`src/shared/etsss_defines.vh`:
```
`ifndef ETSSS_DEFINES_VH
`define ETSSS_DEFINES_VH

// register bus geometry
`define ETSSS_ADDR_W 16
`define ETSSS_DATA_W 32

// sample register byte offsets
`define ETSSS_OFS_S2_NANOS 16'h0560
`define ETSSS_OFS_S2_SECS 16'h0564
`define ETSSS_OFS_S2_PHASE 16'h0568
`define ETSSS_OFS_S3_NANOS 16'h056c
`define ETSSS_OFS_S3_SECS 16'h0570
`define ETSSS_OFS_S3_PHASE 16'h0574

// block-local control and status offsets
`define ETSSS_OFS_UNIT_INDEX 16'h0500
`define ETSSS_OFS_STATUS 16'h05f0

// field positions
`define ETSSS_EDGE_BIT 30
`define ETSSS_NANOS_MSB 29
`define ETSSS_PHASE_MSB 2
`define ETSSS_PTR_BIT 8
`define ETSSS_ST_VALID2_BIT 0
`define ETSSS_ST_VALID3_BIT 1
`define ETSSS_ST_OVR2_BIT 2
`define ETSSS_ST_OVR3_BIT 3
`define ETSSS_ST_BADSLOT_BIT 4

// phase codes per 8ns slot of the 40ns period
`define ETSSS_PH_0NS 3'h0
`define ETSSS_PH_8NS 3'h1
`define ETSSS_PH_16NS 3'h2
`define ETSSS_PH_24NS 3'h3
`define ETSSS_PH_32NS 3'h4
`define ETSSS_SLOT_LAST 3'h4

// reset values
`define ETSSS_RST_WORD 32'h0000_0000
`define ETSSS_RST_NANOS 30'h0000_0000
`define ETSSS_RST_PHASE 3'h0
`define ETSSS_RST_PTR 1'b0

`endif

```
`src/etsss_phase_enc.v`:
```
`timescale 1ns/1ps
`include "etsss_defines.vh"

module etsss_phase_enc (
  // slot of the 25MHz period, 0..4
  input wire [2:0] slot_i,
  // encoded phase and range flag
  output reg [2:0] code_o,
  output reg bad_o
);

  always @* begin
    bad_o = 1'b0;
    case (slot_i)
      3'h0: code_o = `ETSSS_PH_0NS;
      3'h1: code_o = `ETSSS_PH_8NS;
      3'h2: code_o = `ETSSS_PH_16NS;
      3'h3: code_o = `ETSSS_PH_24NS;
      3'h4: code_o = `ETSSS_PH_32NS;
      default: begin
        // reserved codes are never produced
        code_o = `ETSSS_PH_0NS;
        bad_o = 1'b1;
      end
    endcase
  end

endmodule

```
`src/etsss_sample_slot.v`:
```
`timescale 1ns/1ps
`include "etsss_defines.vh"

module etsss_sample_slot (
  // clock and reset
  input wire ref_clk_i,
  input wire sys_rst_i,
  // capture load
  input wire load_i,
  input wire rising_i,
  input wire [29:0] nanos_i,
  input wire [31:0] secs_i,
  input wire [2:0] phase_i,
  // formatted register words
  output wire [31:0] nanos_word_o,
  output wire [31:0] secs_word_o,
  output wire [31:0] phase_word_o
);

  reg edge_reg;
  reg [29:0] nanos_reg;
  reg [31:0] secs_reg;
  reg [2:0] phase_reg;

  always @(posedge ref_clk_i or posedge sys_rst_i) begin
    if (sys_rst_i) begin
      edge_reg <= 1'b0;
      nanos_reg <= `ETSSS_RST_NANOS;
      secs_reg <= `ETSSS_RST_WORD;
      phase_reg <= `ETSSS_RST_PHASE;
    end else if (load_i) begin
      edge_reg <= rising_i;
      nanos_reg <= nanos_i;
      secs_reg <= secs_i;
      phase_reg <= phase_i;
    end
  end

  // edge flag above nanos, bit 31 zero
  assign nanos_word_o = {1'b0, edge_reg, nanos_reg}; // [RL1] [RL2] [RL8]
  assign secs_word_o = secs_reg; // [RL3]
  assign phase_word_o = {29'h0000_0000, phase_reg}; // [RL4] [RL8]

endmodule

```
`src/etsss_top.v`:
```
// The plain strobed port was decided locally.
`timescale 1ns/1ps
`include "etsss_defines.vh"

// Functional notes
// RL1 - bit 30 shows edge, 1 rising
// RL2 - second sample nanos in bits 29:0
// RL3 - seconds in own full 32-bit register
// RL4 - 3-bit phase gives 8ns slot
// RL5 - 24ns 011, 32ns 100, 101-111 reserved
// RL6 - unit pointer bit 8 selects shown unit
// RL7 - third sample has own register set
// RL8 - read-only, writes ignored, reserved zero
module etsss_top #(
  parameter ADDR_W = `ETSSS_ADDR_W
) (
  // clock and reset
  input wire ref_clk_i,
  input wire sys_rst_i,
  // register port
  input wire [ADDR_W-1:0] reg_addr_i,
  input wire [31:0] reg_wdata_i,
  input wire reg_wr_i,
  input wire reg_rd_i,
  output reg [31:0] reg_rdata_o,
  // capture port
  input wire cap_valid_i,
  input wire cap_unit_i,
  input wire cap_third_i,
  input wire cap_rising_i,
  input wire [29:0] cap_nanos_i,
  input wire [31:0] cap_secs_i,
  input wire [2:0] cap_slot_i,
  // current unit pointer
  output reg unit_ptr_o
);

  localparam UNIT_CNT = 2;

  // capture phase encoding
  wire [2:0] cap_code;
  wire cap_bad;

  etsss_phase_enc u_enc (
    .slot_i(cap_slot_i),
    .code_o(cap_code),
    .bad_o(cap_bad)
  );

  // load strobes per unit and sample
  reg load_u0_s2;
  reg load_u0_s3;
  reg load_u1_s2;
  reg load_u1_s3;

  always @* begin
    load_u0_s2 = 1'b0;
    load_u0_s3 = 1'b0;
    load_u1_s2 = 1'b0;
    load_u1_s3 = 1'b0;
    if (cap_valid_i) begin
      case ({cap_unit_i, cap_third_i})
        2'b00: begin
          load_u0_s2 = 1'b1;
        end
        2'b01: begin
          load_u0_s3 = 1'b1; // [RL7]
        end
        2'b10: begin
          load_u1_s2 = 1'b1;
        end
        2'b11: begin
          load_u1_s3 = 1'b1; // [RL7]
        end
        default: begin
          load_u0_s2 = 1'b0;
        end
      endcase
    end
  end

  // stored words
  wire [31:0] u0_s2_nanos;
  wire [31:0] u0_s2_secs;
  wire [31:0] u0_s2_phase;
  wire [31:0] u0_s3_nanos;
  wire [31:0] u0_s3_secs;
  wire [31:0] u0_s3_phase;
  wire [31:0] u1_s2_nanos;
  wire [31:0] u1_s2_secs;
  wire [31:0] u1_s2_phase;
  wire [31:0] u1_s3_nanos;
  wire [31:0] u1_s3_secs;
  wire [31:0] u1_s3_phase;

  etsss_sample_slot u_u0_s2 (
    .ref_clk_i(ref_clk_i),
    .sys_rst_i(sys_rst_i),
    .load_i(load_u0_s2),
    .rising_i(cap_rising_i),
    .nanos_i(cap_nanos_i),
    .secs_i(cap_secs_i),
    .phase_i(cap_code),
    .nanos_word_o(u0_s2_nanos),
    .secs_word_o(u0_s2_secs),
    .phase_word_o(u0_s2_phase)
  );

  etsss_sample_slot u_u0_s3 (
    .ref_clk_i(ref_clk_i),
    .sys_rst_i(sys_rst_i),
    .load_i(load_u0_s3),
    .rising_i(cap_rising_i),
    .nanos_i(cap_nanos_i),
    .secs_i(cap_secs_i),
    .phase_i(cap_code),
    .nanos_word_o(u0_s3_nanos),
    .secs_word_o(u0_s3_secs),
    .phase_word_o(u0_s3_phase)
  );

  etsss_sample_slot u_u1_s2 (
    .ref_clk_i(ref_clk_i),
    .sys_rst_i(sys_rst_i),
    .load_i(load_u1_s2),
    .rising_i(cap_rising_i),
    .nanos_i(cap_nanos_i),
    .secs_i(cap_secs_i),
    .phase_i(cap_code),
    .nanos_word_o(u1_s2_nanos),
    .secs_word_o(u1_s2_secs),
    .phase_word_o(u1_s2_phase)
  );

  etsss_sample_slot u_u1_s3 (
    .ref_clk_i(ref_clk_i),
    .sys_rst_i(sys_rst_i),
    .load_i(load_u1_s3),
    .rising_i(cap_rising_i),
    .nanos_i(cap_nanos_i),
    .secs_i(cap_secs_i),
    .phase_i(cap_code),
    .nanos_word_o(u1_s3_nanos),
    .secs_word_o(u1_s3_secs),
    .phase_word_o(u1_s3_phase)
  );

  // unit pointer register
  reg ptr_reg;
  reg ptr_next;
  reg wr_index;
  reg wr_status;

  // write decode, sample registers have none
  always @* begin
    wr_index = 1'b0;
    wr_status = 1'b0;
    if (reg_wr_i) begin
      case (reg_addr_i)
        `ETSSS_OFS_UNIT_INDEX: begin
          wr_index = 1'b1;
        end
        `ETSSS_OFS_STATUS: begin
          wr_status = 1'b1;
        end
        default: begin
          wr_index = 1'b0;
        end
      endcase
    end
  end

  always @* begin
    ptr_next = ptr_reg;
    if (wr_index) begin
      ptr_next = reg_wdata_i[`ETSSS_PTR_BIT];
    end
  end

  always @(posedge ref_clk_i or posedge sys_rst_i) begin
    if (sys_rst_i) begin
      ptr_reg <= `ETSSS_RST_PTR;
    end else begin
      ptr_reg <= ptr_next;
    end
  end

  // sticky capture status per unit, bad-slot bit global
  reg [UNIT_CNT-1:0] valid2_reg;
  reg [UNIT_CNT-1:0] valid3_reg;
  reg [UNIT_CNT-1:0] ovr2_reg;
  reg [UNIT_CNT-1:0] ovr3_reg;
  reg bad_reg;
  reg [UNIT_CNT-1:0] valid2_next;
  reg [UNIT_CNT-1:0] valid3_next;
  reg [UNIT_CNT-1:0] ovr2_next;
  reg [UNIT_CNT-1:0] ovr3_next;
  reg bad_next;
  reg [UNIT_CNT-1:0] sel_mask;
  wire [UNIT_CNT-1:0] set2;
  wire [UNIT_CNT-1:0] set3;

  always @* begin
    case (ptr_reg)
      1'b1: begin
        sel_mask = 2'b10;
      end
      default: begin
        sel_mask = 2'b01;
      end
    endcase
  end
  assign set2 = {load_u1_s2, load_u0_s2};
  assign set3 = {load_u1_s3, load_u0_s3};

  always @* begin
    valid2_next = valid2_reg;
    valid3_next = valid3_reg;
    ovr2_next = ovr2_reg;
    ovr3_next = ovr3_reg;
    bad_next = bad_reg;
    // write one to clear, selected unit only, bad-slot bit global
    if (wr_status) begin
      if (reg_wdata_i[`ETSSS_ST_VALID2_BIT]) begin
        valid2_next = valid2_next & ~sel_mask;
      end
      if (reg_wdata_i[`ETSSS_ST_VALID3_BIT]) begin
        valid3_next = valid3_next & ~sel_mask;
      end
      if (reg_wdata_i[`ETSSS_ST_OVR2_BIT]) begin
        ovr2_next = ovr2_next & ~sel_mask;
      end
      if (reg_wdata_i[`ETSSS_ST_OVR3_BIT]) begin
        ovr3_next = ovr3_next & ~sel_mask;
      end
      if (reg_wdata_i[`ETSSS_ST_BADSLOT_BIT]) begin
        bad_next = 1'b0;
      end
    end
    // new capture wins over a clear
    ovr2_next = ovr2_next | (set2 & valid2_reg);
    ovr3_next = ovr3_next | (set3 & valid3_reg);
    valid2_next = valid2_next | set2;
    valid3_next = valid3_next | set3;
    if (cap_valid_i & cap_bad) begin
      bad_next = 1'b1;
    end
  end

  always @(posedge ref_clk_i or posedge sys_rst_i) begin
    if (sys_rst_i) begin
      valid2_reg <= 2'h0;
      valid3_reg <= 2'h0;
      ovr2_reg <= 2'h0;
      ovr3_reg <= 2'h0;
      bad_reg <= 1'b0;
    end else begin
      valid2_reg <= valid2_next;
      valid3_reg <= valid3_next;
      ovr2_reg <= ovr2_next;
      ovr3_reg <= ovr3_next;
      bad_reg <= bad_next;
    end
  end

  // words of the unit the pointer selects
  reg [31:0] sel_s2_nanos;
  reg [31:0] sel_s2_secs;
  reg [31:0] sel_s2_phase;
  reg [31:0] sel_s3_nanos;
  reg [31:0] sel_s3_secs;
  reg [31:0] sel_s3_phase;
  reg [31:0] status_word;

  always @* begin
    case (ptr_reg)
      1'b1: begin
        sel_s2_nanos = u1_s2_nanos; // [RL6]
        sel_s2_secs = u1_s2_secs; // [RL6]
        sel_s2_phase = u1_s2_phase;
        sel_s3_nanos = u1_s3_nanos; // [RL6]
        sel_s3_secs = u1_s3_secs; // [RL6]
        sel_s3_phase = u1_s3_phase;
      end
      default: begin
        sel_s2_nanos = u0_s2_nanos; // [RL6]
        sel_s2_secs = u0_s2_secs; // [RL6]
        sel_s2_phase = u0_s2_phase;
        sel_s3_nanos = u0_s3_nanos; // [RL6]
        sel_s3_secs = u0_s3_secs; // [RL6]
        sel_s3_phase = u0_s3_phase;
      end
    endcase
  end

  // bad-slot bit global, rest per selected unit
  always @* begin
    status_word = `ETSSS_RST_WORD;
    status_word[`ETSSS_ST_VALID2_BIT] = valid2_reg[ptr_reg];
    status_word[`ETSSS_ST_VALID3_BIT] = valid3_reg[ptr_reg];
    status_word[`ETSSS_ST_OVR2_BIT] = ovr2_reg[ptr_reg];
    status_word[`ETSSS_ST_OVR3_BIT] = ovr3_reg[ptr_reg];
    status_word[`ETSSS_ST_BADSLOT_BIT] = bad_reg;
  end

  // read mux, registered one cycle later
  reg [31:0] rdata_next;

  always @* begin
    rdata_next = `ETSSS_RST_WORD;
    if (reg_rd_i) begin
      case (reg_addr_i)
        `ETSSS_OFS_S2_NANOS: begin
          rdata_next = sel_s2_nanos; // [RL1] [RL2]
        end
        `ETSSS_OFS_S2_SECS: begin
          rdata_next = sel_s2_secs; // [RL3]
        end
        `ETSSS_OFS_S2_PHASE: begin
          rdata_next = sel_s2_phase; // [RL4] [RL5]
        end
        `ETSSS_OFS_S3_NANOS: begin
          rdata_next = sel_s3_nanos; // [RL7]
        end
        `ETSSS_OFS_S3_SECS: begin
          rdata_next = sel_s3_secs; // [RL7]
        end
        `ETSSS_OFS_S3_PHASE: begin
          rdata_next = sel_s3_phase; // [RL7]
        end
        `ETSSS_OFS_UNIT_INDEX: begin
          rdata_next = 32'h0000_0000;
          rdata_next[`ETSSS_PTR_BIT] = ptr_reg;
        end
        `ETSSS_OFS_STATUS: begin
          rdata_next = status_word;
        end
        default: begin
          // unmapped reads return zero
          rdata_next = `ETSSS_RST_WORD;
        end
      endcase
    end
  end

  // sample registers have no write decode
  always @(posedge ref_clk_i or posedge sys_rst_i) begin
    if (sys_rst_i) begin
      reg_rdata_o <= `ETSSS_RST_WORD;
      unit_ptr_o <= `ETSSS_RST_PTR;
    end else begin
      reg_rdata_o <= rdata_next; // [RL8]
      unit_ptr_o <= ptr_next;
    end
  end

endmodule

```
`config.mk`:
```
export PLATFORM = sky130hd
export DESIGN_NAME = etsss_top
export DESIGN_NICKNAME = d
export VERILOG_FILES = /design/src/etsss_phase_enc.v /design/src/etsss_sample_slot.v /design/src/etsss_top.v
export VERILOG_INCLUDE_DIRS = /design/src /design/src/shared
export SDC_FILE = /design/constraint.sdc
export NUM_CORES = 1
export LEC_CHECK = 0
export BUFFER_PORTS_ARGS = -buffer_cell sky130_fd_sc_hd__buf_2
export CORE_MARGIN = 2
export CORE_UTILIZATION = 59
export DETAILED_ROUTE_END_ITERATION = 12
export PLACE_DENSITY = 0.8
export SYNTH_ARGS = -nofsm -noshare
export SYNTH_HDL_FRONTEND = slang
export SYNTH_SLANG_ARGS = --single-unit
```
`constraint.sdc`:
```
create_clock -name ref_clk_i -period 12.4 [get_ports ref_clk_i]
set_input_delay 1.86 -clock ref_clk_i [delete_from_list [all_inputs] [get_ports ref_clk_i]]
set_output_delay 1.86 -clock ref_clk_i [all_outputs]
set_load 0.03 [all_outputs]
```
==> load_flow_metrics.sql <==
INSERT INTO impl_metrics (metric_group, metric, value, unit) VALUES
('synthesis', 'synth_async_sr_flop_share', '100', '%'),
('timing', 'fmax', '259', 'MHz'),
('timing', 'setup_viol', '0', ''),
('hold_path', 'holdCritStartpoint', 'u_u0_s2.edge_reg$_DFFE_PP0P_', ''),
('setup_path', 'critPathLaunch', 'reg_addr_i[9]', ''),
('timing', 'fin_hold_ws', '0.473', 'ns'),
('clock_tree', 'post_cts_buffers', '0', ''),
('setup_path', 'critical_path.reg2reg.startpoint', 'unit_ptr_o$_DFFE_PP0P_', ''),
('placed_design', 'io_buffer_count', '127', ''),
('synthesis', 'top_count_cell_post_synth', 'sky130_fd_sc_hd__nand2_1', ''),
('pwr', 'switching_power', '619', 'uW'),
('synthesis', 'post_synth_num_cell_types', '44', ''),
('status', 'outcome', 'finished, final reports clean', ''),
('global_routing', 'initial_antenna_violation_count', '3', ''),
('layout', 'final_layout_size_suffix_gt1_share', '18.1', '%'),
('timing', 'slew_viol_final', '0', ''),
('synthesis', 'synth_xor_xnor_area_share', '0', '%'),
('timing', 'worst_slew_pin_slew', '1.14', 'ns'),
('floorplanning', 'fp.dieW', '155', 'microns'),
('layout', 'fin_nets', '1605', ''),
('clock_tree', 'cts-root-buf', 'sky130_fd_sc_hd__clkbuf_16', ''),
('setup_path', 'worstPathMaxFanout', '33', ''),
('synthesis', 'yosys_warnings', '0', ''),
('placed_design', 'detailed_place_hpwl', '18.2', 'mm'),
('synthesis', 'synth_top_family_by_area', 'simple AND/OR/NAND/NOR gates', ''),
('synthesis', 'synth_simple_gate_area_share', '20.4', '%'),
('floorplanning', 'ioPinCount', '154', ''),
('synthesis', 'synthFlopType', 'sky130_fd_sc_hd__dfrtp_1', ''),
('floorplanning', 'initial_utilization', '59.9', '%'),
('layout', 'filler_cell_count', '1685', ''),
('clock_tree', 'number_of_buffers_between_clock_root_and_the_deepest_sink', '3', ''),
('global_routing', 'via_count_of_the_first_global_routing_pass', '10200', ''),
('run', 'maxCapViolations', '0', ''),
('layout', 'layout.area.seq', '7660', 'sq um'),
('clock_tree', 'cts-buffers-inserted', '34', ''),
('pwr', 'power_frac_comb', '10.7', '%'),
('global_routing', 'gr-usage-met1', '39.4', '%'),
('setup_path', 'cp-start-kind', 'input pin', ''),
('global_routing', 'maximum_number_of_pins_on_one_net_before_global_route_repair', '106', ''),
('synthesis', 'post_synth_instance_area', '13500', 'sq um'),
('clock_tree', 'path_clk_slew', '0.06', 'ns'),
('floorplanning', 'rows', '55', ''),
('synthesis', 'edff_count_synth', '0', ''),
('routing', 'drtPass1Iterations', '5', ''),
('setup_path', 'arrival', '4.28', 'ns'),
('clock_tree', 'postCtsHoldBufs', '0', ''),
('synthesis', 'synth-seq-cells', '306', ''),
('synthesis', 'synth.mux.area_fraction', '15.1', '%'),
('pwr', 'cell_internal_pwr', '1850', 'uW'),
('clock_tree', 'post_cts_resized', '0', ''),
('synthesis', 'synth.avg_cell_area', '9.73', 'sq um'),
('synthesis', 'post_synth_adder_cell_area', '0', '%'),
('pwr', 'power-per-cell-area', '160', 'nW/um^2'),
('clock_tree', 'worstSkewPairLatency', '0.51', 'ns'),
('timing', 'final_min_period_over_clock_period', '31.1', '%'),
('pwr', 'peak_supply_drop', '0.111', 'mV'),
('synthesis', 'synth_top_area_share', '56.7', '%'),
('timing', 'max_slew_margin', '23.7', '%'),
('synthesis', 'synth_area_leaders', 'sky130_fd_sc_hd__dfrtp_1 57%, sky130_fd_sc_hd__nand2_1 16%, sky130_fd_sc_hd__mux2i_1 9.6%, sky130_fd_sc_hd__mux2_2 5.6%, sky130_fd_sc_hd__clkbuf_1 1.9%', ''),
('setup_path', 'crit_path_cells', 'buf_2 > nor4bb_1 > nand4_1 > buf_4 > nor2b_1 > a211o_1 > a21oi_1', ''),
('global_routing', 'grt-ovfl-total', '0', ''),
('pwr', 'netSwitchingFraction', '25.1', '%'),
('synthesis', 'synth_area_in_compound_gates', '5.23', '%'),
('routing', 'detailedRoute.firstIterationViolations', '967', ''),
('setup_path', 'crit_required', '12.82', 'ns'),
('pwr', 'seq_power_share', '49.3', '%'),
('routing', 'routed_wirelength', '33.1', 'mm'),
('floorplanning', 'overall_die_area', '24100', 'sq um'),
('timing', 'rsz0062_at_grt', 'no', ''),
('synthesis', 'yosysSeqAreaShare', '56.7', '%'),
('timing', 'final.min_clock_period', '3.86', 'ns');
## cell type report
class	count	share of cell area [%]
Clock inverter	11	0.827
Tap cell	285	2.31
Timing Repair Buffer	143	4.89
Clock buffer	47	6.28
Antenna cell	3	0.0486
Inverter	8	0.243
Multi-Input combinational cell	991	35.8
Sequential cell	306	49.6
## worst paths after layout
path / end / slack, ns / depth (start not counted)
max reg2reg: reg_rdata_o[4]$_DFF_PP0_ / 8.68 / 6
min reg2reg: u_u0_s2.edge_reg$_DFFE_PP0P_ / 0.47 / 2
max: reg_rdata_o[0]$_DFF_PP0_ / 8.54 / 7
max in group asynchronous: unit_ptr_o$_DFFE_PP0P_ / 8.78 / 4
min: u_u0_s2.edge_reg$_DFFE_PP0P_ / 0.47 / 2
min in group asynchronous: u_u0_s3.secs_word_o[26]$_DFFE_PP0P_ / 1.49 / 2
## routing by layer
metal,up-vias,wire length (microns),part of all wire [%]
li1,4764,-,-
met1,5134,14300,43
met2,395,15700,47
met3,62,2350,7.1
met4,0,780,2.4
met5,-,0,0
## cells in the final DEF (no fill, tap or decap), types with 2 or more instances in the layout
cell,n
sky130_fd_sc_hd__a211o_1,2
sky130_fd_sc_hd__a21o_1,3
sky130_fd_sc_hd__a21oi_1,8
sky130_fd_sc_hd__a22o_1,3
sky130_fd_sc_hd__and4_1,2
sky130_fd_sc_hd__buf_2,127
sky130_fd_sc_hd__buf_4,16
sky130_fd_sc_hd__bufinv_16,2
sky130_fd_sc_hd__clkbuf_1,6
sky130_fd_sc_hd__clkbuf_16,34
sky130_fd_sc_hd__clkbuf_8,7
sky130_fd_sc_hd__clkinv_2,5
sky130_fd_sc_hd__dfrtp_1,305
sky130_fd_sc_hd__diode_2,3
sky130_fd_sc_hd__inv_1,7
sky130_fd_sc_hd__inv_6,3
sky130_fd_sc_hd__mux2_2,67
sky130_fd_sc_hd__mux2i_1,129
sky130_fd_sc_hd__nand2_1,586
sky130_fd_sc_hd__nand2b_1,2
sky130_fd_sc_hd__nand3_1,2
sky130_fd_sc_hd__nand3b_1,3
sky130_fd_sc_hd__nand4_1,8
sky130_fd_sc_hd__nor2_1,68
sky130_fd_sc_hd__nor4_1,3
sky130_fd_sc_hd__nor4b_1,3
sky130_fd_sc_hd__nor4bb_1,2
sky130_fd_sc_hd__o21ai_0,16
sky130_fd_sc_hd__o22ai_1,36
sky130_fd_sc_hd__o2bb2ai_1,2
sky130_fd_sc_hd__o31a_1,25
## worst register-to-register path: cells and delay by family (launching register included)
family / cells / cell delay (ns)
compound gates: 2 / 0.55
flops: 1 / 0.75
mux: 1 / 0.35
buf+inv: 2 / 1.88
simple gates: 1 / 0.07
## kinds of logic after synthesis
kind of cell / after synthesis
AO/OA/AOI/OAI: 102
buffers and inverters: 92
flip-flops: 306
multiplexers: 196
AND/OR/NAND/NOR: 693
## through the flow
step                      total power, uW  setup WS (ns)  instance area [sq um]  instances  utilization (%)
after CTS                            2480           8.61                  15400       1791             68.4
after global routing                 2570           8.36                  15400       1794             68.4
after floorplan                      1400           2.08                  13500       1389                -
final                                2460           8.54                  15400       1794             68.4
after detailed placement             1490           8.08                  14300       1733             63.5
after global placement               1470           8.15                  14300       1733             63.5
## power groups by stage
| stage | Clock, uW | Sequential (uW) | Combinational, uW |
|---|---|---|---|
| final | 985 | 1220 | 264 |
| after detailed placement | 0 | 1230 | 261 |
| after global routing | 1040 | 1230 | 301 |
| after CTS | 997 | 1210 | 266 |
| after global placement | 0 | 1220 | 250 |
| after floorplan | 0 | 1210 | 192 |
Note: power is estimated with default switching activity, not from simulation.
